**config.mk**
```make
export PLATFORM = sky130hd
export DESIGN_NAME = plrh_top
export DESIGN_NICKNAME = d
export VERILOG_FILES = /design/src/rtl/plrh_pkg.sv /design/src/rtl/plrh_regfile.sv /design/src/rtl/plrh_top.sv
export VERILOG_INCLUDE_DIRS = /design/src /design/src/rtl
export SDC_FILE = /design/constraint.sdc
export NUM_CORES = 1
export LEC_CHECK = 0
export BUFFER_PORTS_ARGS = -buffer_cell sky130_fd_sc_hd__buf_2
export CORE_ASPECT_RATIO = 1.25
export CORE_MARGIN = 2
export CORE_UTILIZATION = 54
export CTS_CLUSTER_SIZE = 25
export DETAILED_ROUTE_END_ITERATION = 16
export PLACE_DENSITY_LB_ADDON = 0.08
export SYNTH_ARGS = -nofsm -noshare
export SYNTH_HDL_FRONTEND = slang
export SYNTH_SLANG_ARGS = --single-unit
```
**constraint.sdc**
```tcl
create_clock -name CLK_I -period 3.16 [get_ports CLK_I]
set_input_delay 0.632 -clock CLK_I [delete_from_list [all_inputs] [get_ports CLK_I]]
set_output_delay 0.632 -clock CLK_I [all_outputs]
set_load 0.03 [all_outputs]
```
**src/rtl/plrh_params.svh**
```systemverilog
// constants of the link request handler: offsets, fields, reset values
`ifndef PLRH_PARAMS_SVH
`define PLRH_PARAMS_SVH

// request stream layout (bit counts index from the start bit)
`define PLRH_CNT_W 5
`define PLRH_SR_W 16
`define PLRH_IDX_TYPE 5'd4
`define PLRH_IDX_ACCEL 5'd5
`define PLRH_IDX_BUS_SHORT 5'd6
`define PLRH_IDX_BUS_LONG 5'd7
`define PLRH_IDX_READ 5'd8
`define PLRH_IDX_WRITE 5'd16

// valid bus request speed codes
`define PLRH_SPD_S100 3'h0
`define PLRH_SPD_S200 3'h2
`define PLRH_SPD_S400 3'h4

// device-driven control pair codes
`define PLRH_CTL_IDLE 2'h0
`define PLRH_CTL_STATUS 2'h1
`define PLRH_CTL_RECEIVE 2'h2
`define PLRH_CTL_GRANT 2'h3

// device register holding the acceleration enable bit
`define PLRH_EAA_ADDR 4'h5
`define PLRH_EAA_BIT 1

// bus register map (byte addresses)
`define PLRH_WB_ADR_W 8
`define PLRH_OFF_STATUS 8'h00
`define PLRH_OFF_CTRL 8'h04
`define PLRH_OFF_REGS 8'h40
`define PLRH_REGS_MASK 8'hC3
`define PLRH_CTRL_RST 1'b1
`define PLRH_ACCEL_RST 1'b1
`define PLRH_EAA_RST 1'b0
`define PLRH_REG_RST 8'h00

`endif

```
**src/rtl/plrh_pkg.sv**
```systemverilog
// types shared by the link request handler
package plrh_pkg;

    // request type field, bits 1 to 3 of every request
    typedef enum logic [2:0] {
        PLRH_REQ_IMM = 3'b000,
        PLRH_REQ_ISO = 3'b001,
        PLRH_REQ_PRI = 3'b010,
        PLRH_REQ_FAIR = 3'b011,
        PLRH_REQ_READ = 3'b100,
        PLRH_REQ_WRITE = 3'b101,
        PLRH_REQ_ACCEL = 3'b110,
        PLRH_REQ_RSVD = 3'b111
    } plrh_req_t;

    // serial receiver state
    typedef enum logic {
        PLRH_ST_IDLE = 1'b0,
        PLRH_ST_SHIFT = 1'b1
    } plrh_state_t;

endpackage : plrh_pkg

```
**src/rtl/plrh_regfile.sv**
```systemverilog
// sixteen 8-bit device registers, two write ports, two registered reads
`timescale 1ns/100ps
`include "plrh_params.svh"

module plrh_regfile
(
    input wire logic clk_i,
    input wire logic arst_n_i,
    input wire logic wa_en_i,
    input wire logic [3:0] wa_addr_i,
    input wire logic [7:0] wa_data_i,
    input wire logic wb_en_i,
    input wire logic [3:0] wb_addr_i,
    input wire logic [7:0] wb_data_i,
    input wire logic [3:0] ra_addr_i,
    output logic [7:0] ra_data_o,
    input wire logic [3:0] rb_addr_i,
    output logic [7:0] rb_data_o
);

    logic [7:0] mem_reg [0:15];

    // =====================================================================
    // storage: port a wins when both ports hit one address
    always_ff @(posedge clk_i or negedge arst_n_i)
    begin
        if (!arst_n_i)
        begin
            for (int i = 0; i < 16; i++)
            begin
                mem_reg[i] <= `PLRH_REG_RST;
            end
        end
        else
        begin
            if (wb_en_i && !(wa_en_i && wa_addr_i == wb_addr_i))
            begin
                mem_reg[wb_addr_i] <= wb_data_i;
            end
            if (wa_en_i)
            begin
                mem_reg[wa_addr_i] <= wa_data_i;
            end
        end
    end

    // =====================================================================
    // registered read ports, one cycle after the address
    always_ff @(posedge clk_i or negedge arst_n_i)
    begin
        if (!arst_n_i)
        begin
            ra_data_o <= `PLRH_REG_RST;
            rb_data_o <= `PLRH_REG_RST;
        end
        else
        begin
            ra_data_o <= mem_reg[ra_addr_i];
            rb_data_o <= mem_reg[rb_addr_i];
        end
    end

endmodule : plrh_regfile

```
**src/rtl/plrh_top.sv**
```systemverilog
// link request handler: serial request decode, bus request and register ops
`timescale 1ns/100ps
`include "plrh_params.svh"

module plrh_top
(
    input wire logic CLK_I,
    input wire logic ARST_N_I,
    input wire logic LINK_REQUEST_LINE_I,
    input wire logic [1:0] INTERFACE_CONTROL_PAIR_I,
    input wire logic BUS_RESET_I,
    input wire logic ARB_WON_I,
    input wire logic STATUS_DONE_I,
    output logic IMMEDIATE_BUS_REQ_O,
    output logic ISOCHRONOUS_BUS_REQ_O,
    output logic PRIORITY_BUS_REQ_O,
    output logic FAIR_BUS_REQ_O,
    output logic [2:0] REQ_SPEED_O,
    output logic GRANT_O,
    output logic TX_NULL_O,
    output logic STATUS_REG_REQ_O,
    output logic [3:0] STATUS_ADDR_O,
    output logic [7:0] STATUS_DATA_O,
    output logic ACCEL_ACTIVE_O,
    input wire logic WB_CYC_I,
    input wire logic WB_STB_I,
    input wire logic WB_WE_I,
    input wire logic [7:0] WB_ADR_I,
    input wire logic [3:0] WB_SEL_I,
    input wire logic [31:0] WB_DAT_I,
    output logic [31:0] WB_DAT_O,
    output logic WB_ACK_O
);

    // =====================================================================
    // helpers

    // speed code check for bus requests
    function automatic logic speed_ok(input logic [2:0] s);
        speed_ok = (s == `PLRH_SPD_S100) || (s == `PLRH_SPD_S200) ||
                   (s == `PLRH_SPD_S400);
    endfunction : speed_ok

    // true for the four bus request kinds (msb of type clear)
    function automatic logic is_bus(input logic [2:0] t);
        is_bus = !t[2];
    endfunction : is_bus

    // =====================================================================
    // state
    plrh_pkg::plrh_state_t st_reg, st_next;
    logic [`PLRH_CNT_W-1:0] cnt_reg;
    logic [`PLRH_SR_W-1:0] sr_reg;
    logic [2:0] type_reg;
    logic rx_seen_reg;
    logic pend_reg;
    logic [2:0] kind_reg;
    logic [2:0] speed_reg;
    logic grant_reg;
    logic tx_null_reg;
    logic [1:0] ctl_prev_reg;
    logic rd_pend_reg;
    logic rd_ready_reg;
    logic [3:0] rd_addr_reg;
    logic accel_ctl_reg;
    logic eaa_reg;
    logic listen_reg;
    logic wb_stage_reg;
    logic ack_reg;
    logic [31:0] dat_reg;

    // =====================================================================
    // serial decode of the request line
    logic bit_in;
    logic [2:0] cur_type;
    logic type_known;
    logic bus_short;
    logic done;
    logic abort;
    logic stop_ok;
    logic [2:0] req_speed;
    logic rx_now;
    logic shifting;

    assign bit_in = LINK_REQUEST_LINE_I;
    assign shifting = (st_reg == plrh_pkg::PLRH_ST_SHIFT);
    assign type_known = shifting && (cnt_reg >= `PLRH_IDX_TYPE);
    // type is in sr[2:0] when bit 4 is on the line, latched afterwards
    assign cur_type = (cnt_reg == `PLRH_IDX_TYPE) ? sr_reg[2:0] : type_reg;
    assign rx_now = (INTERFACE_CONTROL_PAIR_I == `PLRH_CTL_RECEIVE);
    // a bus request with bit 6 low ends there; no stop bit is waited for
    assign bus_short = is_bus(cur_type) &&
                       cnt_reg == `PLRH_IDX_BUS_SHORT && !bit_in;

    // end of request by type: lengths 6, 7/8, 9 and 17 bits
    assign done = type_known && (
        (is_bus(cur_type) &&
            (bus_short || cnt_reg == `PLRH_IDX_BUS_LONG)) ||
        (cur_type == plrh_pkg::PLRH_REQ_READ &&
            cnt_reg == `PLRH_IDX_READ) ||
        (cur_type == plrh_pkg::PLRH_REQ_WRITE &&
            cnt_reg == `PLRH_IDX_WRITE) ||
        (cur_type == plrh_pkg::PLRH_REQ_ACCEL &&
            cnt_reg == `PLRH_IDX_ACCEL));
    // reserved type is dropped once its code is known
    assign abort = type_known && cur_type == plrh_pkg::PLRH_REQ_RSVD;
    // stop bit must be 0 unless omitted; a malformed request is dropped
    assign stop_ok = bus_short || !bit_in;
    assign req_speed = bus_short ? {sr_reg[1:0], bit_in} : sr_reg[2:0];

    // shifter next state
    always_comb
    begin
        st_next = st_reg;
        case (st_reg)
            plrh_pkg::PLRH_ST_IDLE:
            begin
                if (bit_in && listen_reg)
                begin
                    st_next = plrh_pkg::PLRH_ST_SHIFT;
                end
            end
            plrh_pkg::PLRH_ST_SHIFT:
            begin
                if (done || abort)
                begin
                    st_next = plrh_pkg::PLRH_ST_IDLE;
                end
            end
            default:
            begin
                st_next = plrh_pkg::PLRH_ST_IDLE;
            end
        endcase
    end

    // shift register, bit counter and type latch, msb first
    always_ff @(posedge CLK_I or negedge ARST_N_I)
    begin
        if (!ARST_N_I)
        begin
            st_reg <= plrh_pkg::PLRH_ST_IDLE;
            cnt_reg <= '0;
            sr_reg <= '0;
            type_reg <= 3'h0;
            rx_seen_reg <= 1'b0;
        end
        else
        begin
            st_reg <= st_next;
            if (!shifting)
            begin
                cnt_reg <= `PLRH_CNT_W'(1);
                sr_reg <= `PLRH_SR_W'(1);
                rx_seen_reg <= rx_now;
            end
            else
            begin
                cnt_reg <= cnt_reg + `PLRH_CNT_W'(1);
                sr_reg <= {sr_reg[`PLRH_SR_W-2:0], bit_in};
                rx_seen_reg <= rx_seen_reg | rx_now;
            end
            if (type_known)
            begin
                type_reg <= cur_type;
            end
        end
    end

    // =====================================================================
    // decoded request strobes
    logic req_ok;
    logic bus_fp;
    logic bus_take;
    logic rd_take;
    logic wr_take;
    logic acc_take;
    logic iso_take;

    assign req_ok = shifting && done && stop_ok;
    assign bus_fp = cur_type == plrh_pkg::PLRH_REQ_PRI ||
                    cur_type == plrh_pkg::PLRH_REQ_FAIR;
    // fair/priority seeing receive while shifted in are lost
    assign bus_take = req_ok && is_bus(cur_type) && !pend_reg &&
                      !(bus_fp && (rx_seen_reg || rx_now));
    assign iso_take = bus_take && cur_type == plrh_pkg::PLRH_REQ_ISO;
    // register requests do not look at the bus request state
    assign rd_take = req_ok && cur_type == plrh_pkg::PLRH_REQ_READ;
    assign wr_take = req_ok && cur_type == plrh_pkg::PLRH_REQ_WRITE;
    assign acc_take = req_ok && cur_type == plrh_pkg::PLRH_REQ_ACCEL;

    // =====================================================================
    // pending bus request and its resolution
    logic is_imm;
    logic rx_end;
    logic imm_grant;
    logic won_grant;
    logic grant_now;
    logic fp_lost;

    assign is_imm = kind_reg == plrh_pkg::PLRH_REQ_IMM;
    assign rx_end = (ctl_prev_reg == `PLRH_CTL_RECEIVE) && !rx_now;
    // immediate requests skip arbitration at the end of the packet
    assign imm_grant = pend_reg && is_imm && rx_end;
    assign won_grant = pend_reg && !is_imm && ARB_WON_I;
    assign grant_now = (imm_grant || won_grant) && !BUS_RESET_I;
    assign fp_lost = pend_reg && rx_now &&
                     (kind_reg == plrh_pkg::PLRH_REQ_PRI ||
                      kind_reg == plrh_pkg::PLRH_REQ_FAIR);

    always_ff @(posedge CLK_I or negedge ARST_N_I)
    begin
        if (!ARST_N_I)
        begin
            pend_reg <= 1'b0;
            kind_reg <= 3'h0;
            speed_reg <= 3'h0;
            grant_reg <= 1'b0;
            tx_null_reg <= 1'b0;
            ctl_prev_reg <= `PLRH_CTL_IDLE;
        end
        else
        begin
            ctl_prev_reg <= INTERFACE_CONTROL_PAIR_I;
            grant_reg <= grant_now;
            if (BUS_RESET_I)
            begin
                pend_reg <= 1'b0;
                tx_null_reg <= 1'b0;
            end
            else if (bus_take)
            begin
                pend_reg <= 1'b1;
                kind_reg <= cur_type;
                speed_reg <= req_speed;
            end
            else if (grant_now || fp_lost)
            begin
                pend_reg <= 1'b0;
            end
            if (grant_now)
            begin
                tx_null_reg <= !speed_ok(speed_reg);
            end
        end
    end

    assign IMMEDIATE_BUS_REQ_O = pend_reg && is_imm;
    assign ISOCHRONOUS_BUS_REQ_O = pend_reg &&
                                   kind_reg == plrh_pkg::PLRH_REQ_ISO;
    assign PRIORITY_BUS_REQ_O = pend_reg &&
                                kind_reg == plrh_pkg::PLRH_REQ_PRI;
    assign FAIR_BUS_REQ_O = pend_reg && kind_reg == plrh_pkg::PLRH_REQ_FAIR;
    assign REQ_SPEED_O = speed_reg;
    assign GRANT_O = grant_reg;
    assign TX_NULL_O = tx_null_reg;

    // =====================================================================
    // outstanding register read, held until the status transfer completes
    logic rd_load;
    logic [7:0] ra_data;

    // a read arriving as the previous one completes is kept, not lost
    assign rd_load = rd_take && (!rd_pend_reg || STATUS_DONE_I);

    // bus reset deliberately not in this process
    always_ff @(posedge CLK_I or negedge ARST_N_I)
    begin
        if (!ARST_N_I)
        begin
            rd_pend_reg <= 1'b0;
            rd_ready_reg <= 1'b0;
            rd_addr_reg <= 4'h0;
        end
        else
        begin
            rd_ready_reg <= rd_pend_reg && !rd_load;
            if (rd_load)
            begin
                rd_pend_reg <= 1'b1;
                rd_addr_reg <= sr_reg[3:0];
            end
            else if (STATUS_DONE_I)
            begin
                rd_pend_reg <= 1'b0;
            end
        end
    end

    // request stays up across interrupted transfers until done comes
    assign STATUS_REG_REQ_O = rd_pend_reg && rd_ready_reg;
    assign STATUS_ADDR_O = rd_addr_reg;
    assign STATUS_DATA_O = ra_data;

    // =====================================================================
    // acceleration control
    logic link_eaa_wr;
    logic wb_wr;
    logic wb_reg_hit;
    logic [3:0] wb_idx;

    assign link_eaa_wr = wr_take && sr_reg[11:8] == `PLRH_EAA_ADDR;

    always_ff @(posedge CLK_I or negedge ARST_N_I)
    begin
        if (!ARST_N_I)
        begin
            accel_ctl_reg <= `PLRH_ACCEL_RST;
            eaa_reg <= `PLRH_EAA_RST;
        end
        else
        begin
            // a control request wins over a same-cycle re-enable
            if (acc_take)
            begin
                accel_ctl_reg <= sr_reg[0];
            end
            else if (BUS_RESET_I || iso_take)
            begin
                accel_ctl_reg <= 1'b1;
            end
            // shadow of register 5 enable bit, link write has priority
            if (link_eaa_wr)
            begin
                eaa_reg <= sr_reg[`PLRH_EAA_BIT];
            end
            else if (wb_wr && wb_reg_hit && wb_idx == `PLRH_EAA_ADDR)
            begin
                eaa_reg <= WB_DAT_I[`PLRH_EAA_BIT];
            end
        end
    end

    // register bit gates the control request state
    assign ACCEL_ACTIVE_O = eaa_reg && accel_ctl_reg;

    // =====================================================================
    // wishbone slave: ack two cycles after request, write at ack edge
    logic wb_req;
    logic [7:0] rb_data;
    logic [31:0] rd_mux;

    assign wb_req = WB_CYC_I && WB_STB_I;
    assign wb_idx = WB_ADR_I[5:2];
    assign wb_reg_hit = (WB_ADR_I & `PLRH_REGS_MASK) == `PLRH_OFF_REGS;
    assign wb_wr = wb_req && WB_WE_I && ack_reg && WB_SEL_I[0];
    assign rd_mux =
        (WB_ADR_I == `PLRH_OFF_STATUS) ?
            {20'h0, speed_reg, rd_pend_reg, ACCEL_ACTIVE_O, accel_ctl_reg,
             tx_null_reg, FAIR_BUS_REQ_O, PRIORITY_BUS_REQ_O,
             ISOCHRONOUS_BUS_REQ_O, IMMEDIATE_BUS_REQ_O, shifting} :
        (WB_ADR_I == `PLRH_OFF_CTRL) ? {31'h0, listen_reg} :
        wb_reg_hit ? {24'h0, rb_data} : 32'h0;

    always_ff @(posedge CLK_I or negedge ARST_N_I)
    begin
        if (!ARST_N_I)
        begin
            wb_stage_reg <= 1'b0;
            ack_reg <= 1'b0;
            dat_reg <= 32'h0000_0000;
            listen_reg <= `PLRH_CTRL_RST;
        end
        else
        begin
            wb_stage_reg <= wb_req && !wb_stage_reg && !ack_reg;
            ack_reg <= wb_req && wb_stage_reg;
            dat_reg <= (wb_req && wb_stage_reg) ? rd_mux : 32'h0000_0000;
            // listen off holds the serial receiver idle
            if (wb_wr && WB_ADR_I == `PLRH_OFF_CTRL)
            begin
                listen_reg <= WB_DAT_I[0];
            end
        end
    end

    assign WB_ACK_O = ack_reg;
    assign WB_DAT_O = dat_reg;

    // =====================================================================
    // device registers: link write on port a, software on port b
    plrh_regfile u_regs
    (
        .clk_i(CLK_I),
        .arst_n_i(ARST_N_I),
        .wa_en_i(wr_take),
        .wa_addr_i(sr_reg[11:8]),
        .wa_data_i(sr_reg[7:0]),
        .wb_en_i(wb_wr && wb_reg_hit),
        .wb_addr_i(wb_idx),
        .wb_data_i(WB_DAT_I[7:0]),
        .ra_addr_i(rd_addr_reg),
        .ra_data_o(ra_data),
        .rb_addr_i(wb_idx),
        .rb_data_o(rb_data)
    );

endmodule : plrh_top

```
==> metrics.md, run 1 <==
| Metric | Value |
|---|---|
| Leak pwr | `6.21 nW` |
| Die height | `169 um` |
| Worst-path clk slew | `~0.070 ns` |
| Most frequent cells in the layout | `197 x dfrtp_1, 116 x nor2_1, 102 x a21oi_1, 80 x mux4_2, 72 x a22oi_1` |
| Slew Limit Fails | `0` |
| Fmax | `between 300 and 400 MHz` |
| EDFF count, synth | `0` |
| Synth Warn # | `0` |
| Drt wl/cell | `between 20 and 30 um` |
| Final wirelength | `around 35 mm` |
| Gate Count Post-Synth | `978` |
| I/O Buffers | `63` |
| Maximum fanout along the worst path | `8` |
| Grt ovf | `0` |
| Share of cells above drive strength 1 | `29.6%` |
| Routability cong. | `roughly 0.98` |
| DIE WIDTH | `136 um` |
| Flip-flop count of the largest register, all copies and words added | `128` |
| Worst EP arrival | `3.34 ns` |
| Worst-margin pin slew | `0.881 ns` |
| Seq/Total Area, Yosys | `42.5%` |
| Top cells by area, synth | `dfrtp_1 42%, mux4_2 15%, mux2_1 5.4%, a22oi_1 4.6%, a21oi_1 4.3%` |
| Synthesized flop and latch total | `200` |
| Nets | `about 1100` |
| Initial antenna violation count | `0` |
| GRT Resource Usage Total | `31.7%` |
| Slew HR | `41.3%` |
| Via count | `8727` |
| Worst setup EP type | `register` |
| Total power | `5.03 mW` |
| Vias in the first global route | `slightly below 9000` |
| Area growth syn-to-layout | `13.2%` |
| Final setup violation count | `0` |
| Vias per Instance | `6.50` |
| CTS tree | `yes` |
| Remaining routing DRC violations | `0` |
| Clock skew | `0.00877 ns` |
| Final period util | `95.3%` |
| N_diodes | `0` |
| Synth top area share | `42.1%` |
| Initial DRC count | `between 800 and 900` |
| Die ar. | `23000 um^2` |
| PD cells | `377 nW/um^2` |
| Most common cell after layout, fill and taps aside | `dfrtp_1` |
| DP HPWL | `24.3 mm` |
| Post-synthesis instance area | `11800 um^2` |
| Syn_area_per_cell | `~12 um^2` |
| Pin count of the biggest net entering global routing | `71` |
| Global-route wire length before repair | `53.3 mm` |
| Final ANT Viol Nets | `0` |
| Synth cell types | `between 60 and 70` |
| Max-Cap Viols | `0` |
| Initial Utilization | `54.9%` |
| Worst Hold Class | `in2async` |
| H-tree levels | `4` |
| Post-Layout Cell Count | `1342` |
| Maximum clock insertion buffer count | `2` |
| Max VDD drop | `0.390 mV` |
| Min Clock Period, post-route | `3.01 ns` |
| # IOs | `111` |
| Cts bufs inserted | `17` |
| Fraction of registers with async set/reset | `100%` |
| Status | `finished, final reports clean` |
| Place WS | `0.0281 ns` |
| Clk Latency, worst-skew pair | `0.45 ns` |
| Final hold vios | `0` |
| Hold buffers post-CTS | `0` |
| Total placed cells including tap cells | `roughly 1300` |
| Root Driver | `clkbuf_16` |
| Ys flop type | `dfrtp_1` |
| CP Class | `reg2reg` |
| Rows | `60` |
| Clk sinks | `200` |
| Worst setup SP type | `register` |
| Worst EP required | `3.49 ns` |
| Fin worst setup slack | `0.149 ns` |
| DRT Pass-1 Iters | `5` |
| Area of the core | `approximately 21000 um^2` |
| Area leader, netlist | `dfrtp_1` |
## worst paths after layout
path                                        startpoint            endpoint  cells after the start  slack [ns]
max reg2reg                                 cnt_reg[1]  u_regs.mem_reg[68]                     10        0.15
min                                           ARST_N_I          cnt_reg[3]                      1        0.13
max in group asynchronous                     ARST_N_I       accel_ctl_reg                      2        2.17
min in group CLK_I         INTERFACE_CONTROL_PAIR_I[1]     ctl_prev_reg[1]                      1        0.31
min reg2reg                               wb_stage_reg        wb_stage_reg                      1        0.43
max                                         cnt_reg[1]  u_regs.mem_reg[68]                     10        0.15
## routing by layer
layer	share of wire [%]	global-route usage, %	vias to the layer above
li1	-	-	3803
met1	38	40.6	4404
met2	50	51.9	418
met3	6.3	4.96	102
met4	5.3	16.5	0
met5	0	0	-
## cells in the mapped netlist (3+ instances only)
cell type	count
nor3b_1	4
nor2b_1	10
nor2_1	116
and2_1	28
ha_1	4
buf_6	5
a21oi_1	102
buf_4	24
xnor2_1	6
a22oi_1	72
mux4_2	80
mux2i_1	39
nand2b_1	7
inv_1	7
dfrtp_1	198
nand4b_1	3
nand3_1	14
nand4_1	11
a311oi_1	4
o311ai_4	15
mux2_2	23
and3_1	5
buf_1	25
buf_2	6
nor3_1	6
a311oi_2	5
mux2_1	56
clkbuf_1	39
nand2_1	17
## logic make-up after synthesis
| kind of cell | count (synthesis) | share of synthesized area (%) |
|---|---|---|
| AND/OR/NAND/NOR | 243 | 11.1 |
| flip-flops | 200 | 42.5 |
| multiplexers | 200 | 26.4 |
| adder cells (fa/ha/maj) | 4 | 0.425 |
| AO/OA/AOI/OAI | 216 | 14.5 |
| buffers and inverters | 107 | 4.56 |
| other | 1 | 0.0318 |
| XOR/XNOR | 7 | 0.520 |
## where the power goes
group | switching [mW] | internal (mW) | leakage, nW
Sequential | 0.00307 | 2.56 | 2.76
Clock | 1.05 | 1.14 | 0.275
Combinational | 0.200 | 0.0667 | 3.17
Total | 1.26 | 3.77 | 6.21
## layout make-up
type	instances	area (um^2)
inverters	8	30.0
repair buffers	133	987
flip-flops and latches	200	5010
well taps	279	349
clock buffers	20	457
multi-input cells	690	6380
fillers	1769	8140
clock inverters	12	118
## through the flow
stage | hold slack [ns] | util (%) | cell area [um^2] | setup TNS [ns]
after floorplan | 0.336 | - | 11900 | 0
after global placement | 0.415 | 58.8 | 12600 | 0
after detailed placement | 0.421 | 58.8 | 12600 | 0
after CTS | 0.147 | 61.5 | 13200 | 0
after global routing | 0.157 | 62.1 | 13300 | -0.00255
final | 0.130 | 62.1 | 13300 | 0
## worst max-delay path, stage by stage (launching register included)
cell,delay (ns)
dfrtp_1,0.41
inv_1,0.09
ha_1,0.16
nor4bb_2,0.20
buf_4,0.18
mux2_4,0.32
o221a_4,0.37
o311ai_4,0.35
buf_12,0.18
mux2_1,0.32
mux2_1,0.29
## timing repair
action | 4_1_cts | 5_1_grt
setup buffers | 0 | 5
resized for setup | 0 | 8
endpoints found under the setup margin | 0 | 124
Power figures use the tool's default switching activity.
==> run 2: changes to the inputs <==
--- a/config.mk
+++ b/config.mk
@@ -9,7 +9,7 @@
 export BUFFER_PORTS_ARGS = -buffer_cell sky130_fd_sc_hd__buf_2
 export CORE_ASPECT_RATIO = 1.25
 export CORE_MARGIN = 2
-export CORE_UTILIZATION = 54
+export CORE_UTILIZATION = 45
 export CTS_CLUSTER_SIZE = 25
 export DETAILED_ROUTE_END_ITERATION = 16
 export PLACE_DENSITY_LB_ADDON = 0.08
==> run 2 against run 1 <==
Compared with the run above: final area rose by 0.63%; utilization decreased by 10 points; global-route usage decreased by 4.1 points; critical path type unchanged; sequential power barely moved; hold slack improved by 0.032 ns.
==> metrics.md, run 2 (synthesis gave the netlist of run 1 again) <==
| Metric | Value |
|---|---|
| Clock skew | `0.0124 ns (+0.00366 ns)` |
| Slew HR | `44.3% (+3.0 points)` |
| H-tree levels | `4 (unchanged)` |
| Via count | `8544 (-2.1%)` |
| Grt ovf | `0 (unchanged)` |
| Remaining routing DRC violations | `0 (unchanged)` |
| Worst Hold Class | `in2async` |
| DRT met1 WL | `14.1 mm (+5.8%)` |
| Vias in the first global route | `8811 (-0.045%)` |
| Drt wl/cell | `26.1 um (+0.52%)` |
| Area growth syn-to-layout | `13.9%` |
| Most common cell after layout, fill and taps aside | `dfrtp_1` |
| Worst setup SP type | `register` |
| Unrepaired setup endpoints after global routing | `yes` |
| Final period util | `97.1% (+1.8 points)` |
| I/O Buffers | `63 (unchanged)` |
| CTS tree | `yes` |
| Die height | `185 um (+9.3%)` |
| Initial antenna violation count | `1 (+1)` |
| Worst setup EP type | `register` |
| PD cells | `367 nW/um^2 (-2.6%)` |
| Die ar. | `27500 um^2 (+19%)` |
| # IOs | `111 (unchanged)` |
| Vias per Instance | `6.09 (-6.4%)` |
| Slew Limit Fails | `0 (unchanged)` |
| Hold buffers post-CTS | `0 (unchanged)` |
| Final wirelength | `36.7 mm (+5.2%)` |
| Final setup violation count | `0 (unchanged)` |
| Metal3 WL | `1.69 mm (-23%)` |
| Max-Cap Viols | `0 (unchanged)` |
| Initial Utilization | `45.6% (-9.3 points)` |
| Most frequent cells in the layout | `197 x dfrtp_1, 116 x nor2_1, 102 x a21oi_1, 80 x mux4_2, 72 x a22oi_1` |
| Max VDD drop | `0.357 mV (-8.3%)` |
| Status | `finished, final reports clean` |
| Nets | `1110 (+0.090%)` |
| # fillers | `2304 (+30%)` |
| Share of cells above drive strength 1 | `29.7% (+0.066 points)` |
| Worst R2R Start | `cnt_reg[1]` |
| Clk Latency, worst-skew pair | `0.45 ns (about the same)` |
| Leak pwr | `6.21 nW (+0.10%)` |
| Cts bufs inserted | `17 (unchanged)` |
| Worst EP required | `3.52 ns (+0.03 ns)` |
| Global-route wire length before repair | `54.6 mm (+2.5%)` |
| N_diodes | `0 (unchanged)` |
| Worst Setup SP | `cnt_reg[1]` |
| DIE WIDTH | `149 um (+9.3%)` |
| Initial DRC count | `559 (-32%)` |
| CP Class | `reg2reg` |
| Final hold vios | `0 (unchanged)` |
| Met2 Wirelength | `19.1 mm (+8.8%)` |
| Worst-path clk slew | `0.07 ns (about the same)` |
| Post-Layout Cell Count | `1404 (+4.6%)` |
| Clk sinks | `200 (unchanged)` |
| Fmax | `326 MHz (-1.9%)` |
| Rows | `66 (+10%)` |
| Worst-margin pin slew | `0.836 ns (-0.0450 ns)` |
| Flip-flop count of the largest register, all copies and words added | `128 (unchanged)` |
| Total power | `4.93 mW (-2.0%)` |
| Min Clock Period, post-route | `3.07 ns (+0.0584 ns)` |
| Pin count of the biggest net entering global routing | `60 (-15%)` |
| Maximum clock insertion buffer count | `2 (unchanged)` |
| Root Driver | `clkbuf_16` |
| Worst EP arrival | `3.43 ns (+0.09 ns)` |
| Uppermost layer routed | `met4` |
| DRT Pass-1 Iters | `5 (unchanged)` |
| Total placed cells including tap cells | `1367 (+4.8%)` |
| GRT Resource Usage Total | `27.6% (-4.1 points)` |
| Routability cong. | `0.856 (-13%)` |
| DP HPWL | `25.5 mm (+4.7%)` |
| Maximum fanout along the worst path | `8 (unchanged)` |
| Area of the core | `25800 um^2 (+20%)` |
| Final ANT Viol Nets | `0 (unchanged)` |
## run 2: area by class of cell
cell class,instances,area (um^2),share of cell area (%)
timing repair buffer,134,1040,7.79
clock buffer,18,429,3.20
clock inverter,14,115,0.858
sequential,200,5010,37.3
tap,340,425,3.17
multi-input combinational,690,6360,47.4
inverter,8,30.0,0.224
## run 2: metal layers
metal,vias up,global-route usage [%]
met2,281,49.1
li1,3796,-
met4,0,13.4
met3,78,3.72
met5,-,0
met1,4389,32.9
## run 2: timing repair
action | 4_1_cts | 5_1_grt
gates resized for setup | 0 | 6
setup endpoints to repair | 0 | 61
setup buffers | 0 | 5
## run 2: report_power, final
| group | internal [mW] | switching, mW |
|---|---|---|
| registers | 2.56 | 0.00319 |
| clock network | 1.03 | 1.07 |
| logic | 0.0675 | 0.200 |
## run 2: per-stage QoR
stage	util (%)	hold WS [ns]	setup TNS, ns	instance area, um^2	worst slack [ns]
floorplan	-	0.336	0	11900	0.0660
global placement	49.3	0.419	0	12800	0.0830
detailed placement	49.3	0.430	0	12800	0.0451
CTS	51.4	0.177	0	13300	0.0215
global route	51.9	0.190	-0.0861	13400	-0.0248
finish	51.9	0.161	0	13400	0.0904
## run 2: final timing paths
check                           cells past startpoint  slack, ns                 end
max in group asynchronous                           2       2.24  u_regs.mem_reg[97]
worst max-delay path                               11       0.09  u_regs.mem_reg[54]
worst min register to register                      1       0.44        wb_stage_reg
min in group CLK_I                                  1       0.30     ctl_prev_reg[0]
worst max register to register                     11       0.09  u_regs.mem_reg[54]
worst min-delay path                                1       0.16          cnt_reg[2]
## run 2: critical path, cell delays in order, from the launching register on
cell	delay, ns
dfrtp_1	0.41
inv_1	0.09
ha_1	0.16
nor4bb_2	0.21
buf_4	0.18
mux2_4	0.32
o221a_4	0.36
buf_4	0.19
nor2_8	0.22
buf_4	0.21
nand3_1	0.36
a21oi_1	0.27
